<file path="src/inc/rsse_pkg.sv">
// Package for the rotate, subtract and skip execution datapath
package rsse_pkg;
   localparam int DATA_W = 8;
   // Register byte offsets
   localparam logic [7:0] OFF_CMD    = 8'h00;
   localparam logic [7:0] OFF_ACC    = 8'h04;
   localparam logic [7:0] OFF_FLAGS  = 8'h08;
   localparam logic [7:0] OFF_STATUS = 8'h0c;
   localparam logic [7:0] OFF_MEM    = 8'h40;
   // Command field positions
   localparam int CMD_OP_LSB   = 0;
   localparam int CMD_BIT_LSB  = 4;
   localparam int CMD_ADDR_LSB = 8;
   // Flag and status bit positions
   localparam int FLG_C  = 0;
   localparam int FLG_AUX_CARRY = 1;
   localparam int FLG_Z  = 2;
   localparam int FLG_OVERFLOW = 3;
   localparam int ST_BUSY = 0;
   localparam int ST_SKIP = 1;
   // Reset values and other constants
   localparam logic [7:0] ACC_RST   = 8'h00;
   localparam logic [3:0] FLAGS_RST = 4'h0;
   localparam logic [7:0] ALL_ONES  = 8'hff;
   localparam logic [1:0] HTRANS_NONSEQ = 2'h2;
   // Dummy cycles inserted after a taken skip
   localparam int SKIP_DUMMY_CYC = 1;

   typedef enum logic [3:0] {
      OP_ROTATE_LEFT_CARRY_TO_ACC   = 4'h0,
      OP_ROTATE_RIGHT_MEM           = 4'h1,
      OP_ROTATE_RIGHT_TO_ACC        = 4'h2,
      OP_ROTATE_RIGHT_CARRY_MEM     = 4'h3,
      OP_ROTATE_RIGHT_CARRY_TO_ACC  = 4'h4,
      OP_SUBTRACT_BORROW_TO_ACC     = 4'h5,
      OP_SUBTRACT_BORROW_TO_MEM     = 4'h6,
      OP_DECREMENT_SKIP_ZERO        = 4'h7,
      OP_DECREMENT_TO_ACC_SKIP_ZERO = 4'h8,
      OP_SET_BYTE                   = 4'h9,
      OP_SET_BIT                    = 4'ha,
      OP_INCREMENT_SKIP_ZERO        = 4'hb,
      OP_INCREMENT_TO_ACC_SKIP_ZERO = 4'hc,
      OP_BIT_SET_SKIP               = 4'hd
   } rsse_op_t;

   typedef enum logic [2:0] {
      ST_IDLE  = 3'b001,
      ST_EXEC  = 3'b010,
      ST_DUMMY = 3'b100
   } rsse_state_t;

   typedef struct packed {
      logic [3:0] addr;
      logic [2:0] bitsel;
      rsse_op_t   op;
   } rsse_cmd_t;

   typedef struct packed {
      logic overflow_flag;
      logic z;
      logic aux_carry_flag;
      logic c;
   } rsse_flags_t;
endpackage

</file>
<file path="src/core/rsse_core.sv">
// Rotate, subtract-with-borrow, set and skip execution datapath with AHB-Lite registers
//
// Implementation choices: the AHB-Lite slave port and the register addresses.
`timescale 1ns/1ps
`default_nettype none
module rsse_core #(
   parameter int MEM_DEPTH = 16
) (
   input  wire logic        hclk,
   input  wire logic        hresetn,
   input  wire logic        hsel,
   input  wire logic [31:0] haddr,
   input  wire logic [1:0]  htrans,
   input  wire logic        hwrite,
   input  wire logic [2:0]  hsize,
   input  wire logic [31:0] hwdata,
   input  wire logic        hready,
   output logic             hreadyout,
   output logic             hresp,
   output logic [31:0]      hrdata,
   output logic             busy,
   output logic             skip_discard
);
   import rsse_pkg::*;

   logic [7:0]   mem_r [MEM_DEPTH];
   logic [7:0]   acc_r;
   rsse_flags_t  flags_r;
   rsse_cmd_t    cmd_r;
   rsse_state_t  state_r;
   logic         skip_r;
   logic         wr_pend_r;
   logic         rd_pend_r;
   logic         rd_done_r;
   logic [7:0]   addr_r;
   logic [31:0]  hrdata_r;

   function automatic logic [7:0] bit_mask(input logic [2:0] sel);
      bit_mask = 8'h01 << sel;
   endfunction

   function automatic logic is_mem_addr(input logic [7:0] a);
      is_mem_addr = (a >= OFF_MEM) && (a < OFF_MEM + 8'(MEM_DEPTH * 4));
   endfunction

   // Bus address and data phase decode
   wire         take_req  = hsel && hready && (htrans == HTRANS_NONSEQ);
   wire         idle_st   = (state_r == ST_IDLE);
   // Writes stall while an instruction runs so acc and memory never see two writers
   wire         wr_stall  = wr_pend_r && !idle_st;
   wire         rd_stall  = rd_pend_r && !rd_done_r;
   wire         wr_commit = wr_pend_r && idle_st;
   wire [3:0]   bus_midx  = 4'(addr_r[7:2] - OFF_MEM[7:2]);
   wire [7:0]   wdata8    = hwdata[7:0];

   assign hreadyout    = !(wr_stall || rd_stall);
   assign hresp        = 1'b0;
   assign hrdata       = hrdata_r;
   assign busy         = !idle_st;
   assign skip_discard = (state_r == ST_DUMMY);

   // Execution operand and results
   wire [7:0]   m_rd      = mem_r[cmd_r.addr];
   wire         exec      = (state_r == ST_EXEC);
   wire [7:0]   rl_carry  = {m_rd[6:0], flags_r.c};
   wire [7:0]   rot_plain = {m_rd[0], m_rd[7:1]};
   wire [7:0]   rot_carry = {flags_r.c, m_rd[7:1]};
   wire [7:0]   dec_res   = m_rd - 8'h01;
   wire [7:0]   inc_res   = m_rd + 8'h01;
   wire [8:0]   sub_sum   = {1'b0, acc_r} + {1'b0, ~m_rd} + {8'h00, flags_r.c};
   wire [4:0]   sub_low   = {1'b0, acc_r[3:0]} + {1'b0, ~m_rd[3:0]} + {4'h0, flags_r.c};
   wire [7:0]   sub_res   = sub_sum[7:0];
   wire         sub_ovf   = (acc_r[7] == ~m_rd[7]) && (sub_res[7] != acc_r[7]);

   logic [7:0]  acc_nxt;
   logic        acc_we;
   logic [7:0]  mem_nxt;
   logic        mem_we;
   rsse_flags_t flags_nxt;
   logic        skip_nxt;

   always_comb begin
      acc_nxt   = acc_r;
      acc_we    = 1'b0;
      mem_nxt   = m_rd;
      mem_we    = 1'b0;
      flags_nxt = flags_r;
      skip_nxt  = 1'b0;
      case (cmd_r.op)
         OP_ROTATE_LEFT_CARRY_TO_ACC: begin
            acc_nxt     = rl_carry;
            acc_we      = 1'b1;
            flags_nxt.c = m_rd[7];
         end
         OP_ROTATE_RIGHT_MEM: begin
            mem_nxt = rot_plain;
            mem_we  = 1'b1;
         end
         OP_ROTATE_RIGHT_TO_ACC: begin
            acc_nxt = rot_plain;
            acc_we  = 1'b1;
         end
         OP_ROTATE_RIGHT_CARRY_MEM: begin
            mem_nxt     = rot_carry;
            mem_we      = 1'b1;
            flags_nxt.c = m_rd[0];
         end
         OP_ROTATE_RIGHT_CARRY_TO_ACC: begin
            acc_nxt     = rot_carry;
            acc_we      = 1'b1;
            flags_nxt.c = m_rd[0];
         end
         OP_SUBTRACT_BORROW_TO_ACC, OP_SUBTRACT_BORROW_TO_MEM: begin
            acc_nxt                  = sub_res;
            acc_we                   = (cmd_r.op == OP_SUBTRACT_BORROW_TO_ACC);
            mem_nxt                  = sub_res;
            mem_we                   = (cmd_r.op == OP_SUBTRACT_BORROW_TO_MEM);
            flags_nxt.c              = sub_sum[8];
            flags_nxt.aux_carry_flag = sub_low[4];
            flags_nxt.z              = (sub_res == 8'h00);
            flags_nxt.overflow_flag  = sub_ovf;
         end
         OP_DECREMENT_SKIP_ZERO: begin
            mem_nxt  = dec_res;
            mem_we   = 1'b1;
            skip_nxt = (dec_res == 8'h00);
         end
         OP_DECREMENT_TO_ACC_SKIP_ZERO: begin
            acc_nxt  = dec_res;
            acc_we   = 1'b1;
            skip_nxt = (dec_res == 8'h00);
         end
         OP_SET_BYTE: begin
            mem_nxt = ALL_ONES;
            mem_we  = 1'b1;
         end
         OP_SET_BIT: begin
            mem_nxt = m_rd | bit_mask(cmd_r.bitsel);
            mem_we  = 1'b1;
         end
         OP_INCREMENT_SKIP_ZERO: begin
            mem_nxt  = inc_res;
            mem_we   = 1'b1;
            skip_nxt = (inc_res == 8'h00);
         end
         OP_INCREMENT_TO_ACC_SKIP_ZERO: begin
            acc_nxt  = inc_res;
            acc_we   = 1'b1;
            skip_nxt = (inc_res == 8'h00);
         end
         OP_BIT_SET_SKIP: begin
            skip_nxt = |(m_rd & bit_mask(cmd_r.bitsel));
         end
         default: begin
            skip_nxt = 1'b0;
         end
      endcase
   end

   // Sequencer: a taken skip adds exactly one dummy cycle
   rsse_state_t state_nxt;
   always_comb begin
      case (state_r)
         ST_IDLE:  state_nxt = (wr_commit && addr_r == OFF_CMD) ? ST_EXEC : ST_IDLE;
         ST_EXEC:  state_nxt = skip_nxt ? ST_DUMMY : ST_IDLE;
         ST_DUMMY: state_nxt = ST_IDLE;
         default:  state_nxt = ST_IDLE;
      endcase
   end

   always_ff @(posedge hclk or negedge hresetn) begin
      if (!hresetn) begin
         state_r <= ST_IDLE;
         skip_r  <= 1'b0;
      end else begin
         state_r <= state_nxt;
         if (exec) begin
            skip_r <= skip_nxt;
         end
      end
   end

   // Bus phase tracking
   always_ff @(posedge hclk or negedge hresetn) begin
      if (!hresetn) begin
         wr_pend_r <= 1'b0;
         rd_pend_r <= 1'b0;
         rd_done_r <= 1'b0;
         addr_r    <= 8'h00;
      end else if (hreadyout) begin
         wr_pend_r <= take_req && hwrite;
         rd_pend_r <= take_req && !hwrite;
         rd_done_r <= 1'b0;
         if (take_req) begin
            addr_r <= haddr[7:0];
         end
      end else begin
         rd_done_r <= rd_pend_r;
      end
   end

   // Read data is sampled in the wait cycle so it sees any write just committed
   logic [31:0] rd_word;
   always_comb begin
      rd_word = 32'h0000_0000;
      if (is_mem_addr(addr_r)) begin
         rd_word[7:0] = mem_r[bus_midx];
      end else begin
         case (addr_r)
            OFF_CMD:    rd_word[11:0] = {cmd_r.addr, 1'b0, cmd_r.bitsel, cmd_r.op};
            OFF_ACC:    rd_word[7:0]  = acc_r;
            OFF_FLAGS:  rd_word[3:0]  = flags_r;
            OFF_STATUS: rd_word[1:0]  = {skip_r, busy};
            default:    rd_word       = 32'h0000_0000;
         endcase
      end
   end

   always_ff @(posedge hclk or negedge hresetn) begin
      if (!hresetn) begin
         hrdata_r <= 32'h0000_0000;
      end else if (rd_stall) begin
         hrdata_r <= rd_word;
      end
   end

   // Architectural registers: bus writes only while idle, execution only in exec
   always_ff @(posedge hclk or negedge hresetn) begin
      if (!hresetn) begin
         acc_r   <= ACC_RST;
         flags_r <= FLAGS_RST;
         cmd_r   <= '{addr: 4'h0, bitsel: 3'h0, op: OP_ROTATE_LEFT_CARRY_TO_ACC};
      end else if (exec) begin
         flags_r <= flags_nxt;
         if (acc_we) begin
            acc_r <= acc_nxt;
         end
      end else if (wr_commit) begin
         case (addr_r)
            OFF_CMD: begin
               cmd_r.op     <= rsse_op_t'(hwdata[CMD_OP_LSB +: 4]);
               cmd_r.bitsel <= hwdata[CMD_BIT_LSB +: 3];
               cmd_r.addr   <= hwdata[CMD_ADDR_LSB +: 4];
            end
            OFF_ACC:   acc_r   <= wdata8;
            OFF_FLAGS: flags_r <= hwdata[3:0];
            default:   acc_r   <= acc_r;
         endcase
      end
   end

   // Data memory keeps no reset; software initialises it
   always_ff @(posedge hclk) begin
      if (exec && mem_we) begin
         mem_r[cmd_r.addr] <= mem_nxt;
      end else if (wr_commit && is_mem_addr(addr_r)) begin
         mem_r[bus_midx] <= wdata8;
      end
   end
endmodule
`default_nettype wire

</file>
<file path="config.mk">
export PLATFORM = sky130hd
export DESIGN_NAME = rsse_core
export DESIGN_NICKNAME = d
export VERILOG_FILES = /design/src/inc/rsse_pkg.sv /design/src/core/rsse_core.sv
export SDC_FILE = /design/constraint.sdc
export NUM_CORES = 1
export LEC_CHECK = 0
export BUFFER_PORTS_ARGS = -buffer_cell sky130_fd_sc_hd__buf_2
export CAP_MARGIN = 25
export CORE_MARGIN = 8
export CORE_UTILIZATION = 55
export DETAILED_ROUTE_END_ITERATION = 10
export PLACE_DENSITY_LB_ADDON = 0.2
export SLEW_MARGIN = 25
export SYNTH_ARGS = -nofsm -noshare
export SYNTH_HDL_FRONTEND = slang
export SYNTH_SLANG_ARGS = --single-unit
</file>
<file path="constraint.sdc">
create_clock -name hclk -period 9.7 [get_ports hclk]
set_input_delay 1.455 -clock hclk [delete_from_list [all_inputs] [get_ports hclk]]
set_output_delay 1.455 -clock hclk [all_outputs]
set_load 0.01 [all_outputs]
</file>
# After elaboration in Yosys (flattened, before gate mapping)
# Memories as Yosys holds them, arrays and structs flattened.
# Cells that the tools add are included.
# totals
reg_bits	70
latch_bits	0
mem_bits_rw	128
romBits	0
in_bits	74
output_inout_bits	36
elab_cells	129
mem_count	1
# memory_table
memory	words	word_bits	rd	rd_ports_with_merged_regs	wr	line	source
mem_r	16	8	2	0	1	rsse_core.sv:26	logic [7:0] mem_r [MEM_DEPTH];
# classes
addsub	7
n_mul	0
div_mod_pow	0
n_lt_le_gt_ge	2
eq_ne	26
n_shift	1
muxes	32
bitwise	7
n_reduce_logical	38
# op_table
cell	n
one-hot mux 8 bit (7 select lines)	1
2-to-1 mux 8 bit	6
one-hot mux 8 bit (6 select lines)	1
logical NOT 8 bit	4
== test 4 bit, second input constant	6
2-to-1 mux 4 bit	6
== test 4 x 3 -> 1 bit, second input constant	4
== test 8 x 4 -> 1 bit, second input constant	2
OR reduction 8 bit	2
logical AND 1 bit	12
adder 8 x 8 -> 9 bit	1
adder 9 x 1 -> 9 bit	1
AND reduction 3 bit	3
adder 8 x 1 -> 8 bit, second input constant	1
bitwise AND 8 bit	1
== test 4 x 2 -> 1 bit, second input constant	2
== test 8 x 3 -> 1 bit, second input constant	1
>= comparator 8 x 7 -> 1 bit, second input constant	1
less-than comparator 8 bit, second input constant	1
NOT 8 bit	1
bitwise OR 8 bit	1
one-hot mux 2 bit (4 select lines)	1
one-hot mux 4 bit (2 select lines)	1
OR reduction 2 bit	4
32 further kinds	49

# Depth between registers and ports, before layout
# depth
word_depth	8
ltp_mapped	19
ltp_nobuf	16

# Worst setup path before layout
# OpenSTA, ideal clock, no wires.
# synth_path
path_type	reg2reg
start	reg cmd_r[7] (netlist bit)
end	mem mem_r[0][6], data pin
setup_ns	0.352
arrival_time_ns	4.227
required_ns	9.348
setup_slack_ns	5.120
path_stages_with_launch	19
path_buffers	3
synth_period_minus_slack_ns	4.580
path_cell_list	dfrtp_1 > buf_6 > buf_6 > mux4_2 > a221oi_2 > clkbuf_1 > inv_1 > fa_1 > inv_1 > fa_1 > a21o_1 > a21oi_1 > o21bai_1 > a21oi_1 > xnor2_1 > nand2_1 > nand4_1 > a221oi_1 > a311oi_1
# synth_via
elab_chain_len	6
elab_cells_between_ends	9
# synth_lines
element	line	source
start, declared	rsse_core.sv:29	rsse_cmd_t cmd_r;
start signal, assigned	rsse_core.sv:232	cmd_r <= '{addr: 4'h0, bitsel: 3'h0, op: OP_ROTATE_LEFT_CARRY_TO_ACC};
memory (16 x 8 bit) *	--	
NOT 8 bit	rsse_core.sv:70	wire [8:0] sub_sum = {1'b0, acc_r} + {1'b0, ~m_rd} + {8'h00, flags_r.c};
adder 8 x 8 -> 9 bit	rsse_core.sv:70	
adder 9 x 1 -> 9 bit	rsse_core.sv:70	
one-hot mux 8 bit (7 select lines) *	rsse_core.sv:89	case (cmd_r.op)
2-to-1 mux 8 bit (no source line) *	--	
end, declared	rsse_core.sv:26	
# Every way passes the cells marked *; elsewhere a longest branch is shown, timed or not.

# Final worst setup path
# layout_path
start	reg cmd_r[7] (netlist bit)
end	mem mem_r[7][1], data pin
# The elaborated chain is that of the path after synthesis.

==> metrics.txt <==
# TYPE chip_impl_metric gauge
chip_impl_metric{name="final_cells",unit=""} 1115
chip_impl_metric{name="placed_cell_area",unit="sq um"} 10500
chip_impl_metric{name="fp.dieW",unit="um"} 153
chip_impl_metric{name="synth_compound_area_share",unit="%"} 12.4
chip_impl_metric{name="timing.critical_path.slowest_cell_delay",unit="ps"} 700
chip_impl_metric{name="antenna_violating_nets_post_route",unit=""} 0
chip_impl_metric{name="r2r_slack",unit="ps"} 3750
chip_impl_metric{name="cts-htree-levels",unit=""} 4
chip_impl_metric{name="finalPower",unit="mW"} 2.54
chip_impl_metric{name="setup_fix_bufs_post_cts",unit=""} 0
chip_impl_metric{name="synthDistinctLibCells",unit=""} 72
chip_impl_metric{name="final_area",unit="sq um"} 11200
chip_impl_metric{name="hold_ws",unit="ps"} 483
chip_impl_metric{name="count_of_routing_violations_after_the_opening_detailed_route_iteration",unit=""} 873
chip_impl_metric{name="final_core_utilization",unit="%"} 60.4
chip_impl_info{name="synth_commonest_cells",value="edfxtp_1 (128), nand2_1 (98), nor2_1 (83)"} 1
chip_impl_metric{name="synth_top_area_share",unit="%"} 37.5
chip_impl_info{name="post_synth_main_area_contributors",value="edfxtp_1 (37%), mux4_2 (16%), dfrtp_1 (12%)"} 1
chip_impl_metric{name="setup_total_negative_slack",unit="ps"} 0
chip_impl_info{name="synth_largest_area_cell",value="edfxtp_1"} 1
chip_impl_metric{name="yosysSeqAreaShare",unit="%"} 49.7
chip_impl_info{name="root_driver",value="clkbuf_16"} 1
chip_impl_metric{name="cts-buffers-inserted",unit=""} 17
chip_impl_metric{name="grt_pass1_wl",unit="um"} 46500
chip_impl_info{name="hold_end",value="hrdata[8]"} 1
chip_impl_metric{name="power.density_cell_area",unit="nW/um^2"} 227
chip_impl_metric{name="fraction_of_layout_instances_using_a_drive_strength_above_1",unit="%"} 21.8
chip_impl_metric{name="critical_path_peak_fanout",unit=""} 34
chip_impl_metric{name="gp_congestion",unit=""} 0.955
chip_impl_info{name="worstSetupStartpointType",value="flip-flop"} 1
chip_impl_metric{name="timing_max_transition_violations_final",unit=""} 0
chip_impl_metric{name="synth_area",unit="sq um"} 10300
chip_impl_info{name="critPathKind",value="flip-flop to flip-flop"} 1
chip_impl_metric{name="clk_transition_reported_paths",unit="ps"} 80
chip_impl_metric{name="switching_power_as_a_share_of_total_power",unit="%"} 37.3
chip_impl_info{name="ys_dominant_reg_cell",value="edfxtp_1"} 1
chip_impl_metric{name="die-height",unit="um"} 153
chip_impl_metric{name="track_usage",unit="%"} 26.2
chip_impl_info{name="crit_path_cell_trace",value="buf_4 > mux4_2 > a22o_1 > a221oi_2 > buf_4 > inv_1 > fa_1 > inv_1 > fa_1 > a21oi_1 > nor2_1 > a221o_1 > o311ai_0 > nand2_1"} 1
chip_impl_metric{name="number_of_hold_violations_in_the_final_report",unit=""} 0
chip_impl_metric{name="timing.final.crit_share",unit="%"} 61.3
chip_impl_metric{name="synth.yosys.warnings",unit=""} 0
chip_impl_info{name="cp-end-kind",value="flip-flop"} 1
chip_impl_metric{name="synth.ff_latch_count",unit=""} 178
chip_impl_info{name="rr_endpoint",value="mem_r[7][1]"} 1
chip_impl_metric{name="post-route-min-period",unit="ps"} 5950
chip_impl_metric{name="worstPathArrival",unit="ps"} 5950
chip_impl_metric{name="setup_viol",unit=""} 0
chip_impl_metric{name="max_cap_violations",unit=""} 0
chip_impl_metric{name="first_global_vias",unit=""} 7681
chip_impl_metric{name="min_delay_path_depth",unit=""} 2
chip_impl_metric{name="timing.fmax",unit="MHz"} 168
chip_impl_metric{name="floorplan.initialDensity",unit="%"} 55.4
chip_impl_metric{name="dieArea",unit="sq um"} 23300
chip_impl_info{name="hp-start",value="hrdata[8]"} 1
chip_impl_info{name="cp-startpoint",value="cmd_r[7]"} 1
chip_impl_metric{name="drcViolationCount",unit=""} 0
chip_impl_metric{name="post-route-worst-setup-slack",unit="ps"} 3750
chip_impl_metric{name="leak",unit="nW"} 3.98
chip_impl_metric{name="grt-ovfl-total",unit=""} 0
chip_impl_info{name="rsz0062_at_grt",value="false"} 1
chip_impl_metric{name="buffer_ports.inserted",unit=""} 41
chip_impl_metric{name="worst_slew_pin_slew",unit="ps"} 991
chip_impl_metric{name="antenna_found_initial",unit=""} 0
chip_impl_metric{name="skew",unit="ps"} 16.7
chip_impl_metric{name="drt_wl_total",unit="um"} 30400
chip_impl_metric{name="vdd_drop_max",unit="mV"} 0.147
chip_impl_metric{name="worstSkewPairLatency",unit="ps"} 430
chip_impl_metric{name="design.portCount",unit=""} 110
chip_impl_metric{name="drt_pre_antenna_iters",unit=""} 5
chip_impl_info{name="launching_point_of_the_worst_reg2reg_path",value="cmd_r[7]"} 1
chip_impl_metric{name="layout-area-overhead-vs-synth",unit="%"} 9.07
chip_impl_metric{name="async_flop_share",unit="%"} 28.1
chip_impl_metric{name="relSlewSlack",unit="%"} 33.7
chip_impl_metric{name="detailedPlace.worstSlack",unit="ps"} 3820
chip_impl_metric{name="clkPwrFrac",unit="%"} 28.3
chip_impl_metric{name="total_switching_power",unit="uW"} 945
chip_impl_metric{name="r2r_cells",unit=""} 14
chip_impl_metric{name="synth.avg_cell_area",unit="sq um"} 12.0
chip_impl_metric{name="route.vias.total",unit=""} 7532
chip_impl_metric{name="detailed_placement_wirelength_estimate",unit="um"} 21600
chip_impl_metric{name="viasPerCell",unit=""} 6.76
chip_impl_metric{name="core.rowCount",unit=""} 50
chip_impl_metric{name="post-place-cells",unit=""} 1082
chip_impl_metric{name="required_time_of_the_critical_path",unit="ps"} 9700
chip_impl_metric{name="post_synth_mux_area_share",unit="%"} 17.9
chip_impl_info{name="cts_tree",value="done"} 1
chip_impl_metric{name="post_cts_hold_buffer_count",unit=""} 0
chip_impl_metric{name="count_of_flip_flops_with_a_built_in_enable_after_synthesis",unit=""} 128
chip_impl_metric{name="synth-xor-area-share",unit="%"} 1.79
chip_impl_metric{name="nFillCells",unit=""} 1479
chip_impl_metric{name="power.sequential.fraction",unit="%"} 38.1
chip_impl_metric{name="cts_sinks",unit=""} 178
chip_impl_metric{name="core_area",unit="sq um"} 18500
chip_impl_metric{name="cts-resized-gates",unit=""} 0
chip_impl_metric{name="synth_simple_gate_area_share",unit="%"} 11.7
chip_impl_metric{name="largest_net_degree_at_the_start_of_global_routing",unit=""} 51
chip_impl_info{name="status",value="completed"} 1
chip_impl_metric{name="post_drt_wl_per_cell",unit="um"} 27.3
chip_impl_metric{name="final_nets",unit=""} 954
chip_impl_info{name="post-synth-top-count-cell",value="edfxtp_1"} 1
chip_impl_metric{name="antenna-diode-count",unit=""} 0
chip_impl_metric{name="combPwrFrac",unit="%"} 33.6
chip_impl_info{name="synth_top_family_by_area",value="multiplexers"} 1
chip_impl_metric{name="synth-adder-area-share",unit="%"} 1.71
chip_impl_metric{name="cts.path.max_buffers",unit=""} 2
chip_impl_metric{name="synthesis.instances",unit=""} 852
chip_impl_info{name="worst_min_path_class",value="flip-flop to flip-flop"} 1
chip_impl_metric{name="crit_buf_inv",unit=""} 4
chip_impl_metric{name="cell_internal_pwr",unit="mW"} 1.59
chip_impl_info{name="cp_top_family",value="compound AO/OA/AOI/OAI gates"} 1
chip_impl_info{name="cpMaxStageDelayCell",value="o311ai_0"} 1
[worst register-to-register path: stages, from the launching register on]
cell and delay [ps]:
dfrtp_2 500, buf_4 570, mux4_2 620, a22o_1 240
a221oi_2 250, buf_4 330, inv_1 210, fa_1 410
inv_1 100, fa_1 480, a21oi_1 170, nor2_1 50
a221o_1 290, o311ai_0 700, nand2_1 580
[worst max path at each step]
stage              endpoint  slack (ps)  depth (start not counted)
2_1_floorplan   mem_r[0][6]        5120                         18
3_3_place_gp   mem_r[12][1]        4010                         14
3_5_place_dp   mem_r[13][1]        3820                         14
4_1_cts        mem_r[10][1]        3810                         14
5_1_grt         mem_r[7][1]        3630                         14
6_report        mem_r[7][1]        3750                         14
[sequential cells by signal, summed over array words and instances, names as in the netlist]
name	flops
hrdata	12
rd_pend_r	1
rd_done_r	1
addr_r	8
wr_pend_r	1
mem_r	128
cmd_r	11
skip_r	1
flags_r	4
state_r	3
acc_r	8
[power by group through the flow]
| stage | Sequential, mW | Combinational, mW | Clock [mW] |
|---|---|---|---|
| 2_1_floorplan | 0.959 | 0.595 | 0 |
| 3_3_place_gp | 0.981 | 0.813 | 0 |
| 3_5_place_dp | 0.983 | 0.830 | 0 |
| 4_1_cts | 0.966 | 0.836 | 0.722 |
| 5_1_grt | 0.970 | 0.908 | 0.752 |
| 6_report | 0.966 | 0.853 | 0.718 |
[routing by layer]
| layer | GRT usage (%) | routed length (um) | vias up |
|---|---|---|---|
| met5 | 0 | 0 | - |
| met4 | 12.9 | 1410 | 0 |
| met2 | 44.2 | 15200 | 401 |
| met3 | 4.68 | 2240 | 77 |
| li1 | - | - | 3270 |
| met1 | 31.9 | 11600 | 3784 |
[final cells by class]
type / count / area, sq um / share of cell area, %
flip-flops and latches: 178 / 5100 / 45.6
multi-input cells: 593 / 4780 / 42.7
clock buffers: 17 / 425 / 3.80
repair buffers: 56 / 315 / 2.82
well taps: 234 / 293 / 2.62
clock inverters: 15 / 198 / 1.77
inverters: 22 / 82.6 / 0.738
[layout by cell type (no fill, tap or decap), types with 7 or more instances in the layout]
cell type | Yosys | routed
a21o_1 | 7 | 7
a21oi_1 | 39 | 39
a221oi_1 | 18 | 18
a22oi_1 | 10 | 10
a31oi_1 | 11 | 8
buf_2 | 8 | 41
buf_4 | 22 | 14
clkbuf_16 | 0 | 17
conb_1 | 1 | 21
dfrtp_1 | 49 | 47
edfxtp_1 | 128 | 128
ha_1 | 10 | 10
inv_1 | 18 | 18
mux2_2 | 9 | 9
mux2i_1 | 11 | 11
mux4_2 | 72 | 72
nand2_1 | 98 | 98
nand3_1 | 15 | 15
nor2_1 | 83 | 83
nor2b_1 | 12 | 12
nor3_1 | 19 | 19
o211ai_1 | 7 | 7
o21ai_0 | 33 | 33
o22ai_1 | 8 | 8
xnor2_1 | 20 | 20
[kinds of logic (layout without fill, tap and decap cells)]
logic type               after synthesis  count (layout)
XOR/XNOR                              21              21
other                                  1              21
adder cells (fa/ha/maj)               13              13
multiplexers                          92              92
buffers and inverters                101             110
AO/OA/AOI/OAI                        182             182
flip-flops                           178             178
AND/OR/NAND/NOR                      264             264
Note: power is estimated with default switching activity, not from simulation.
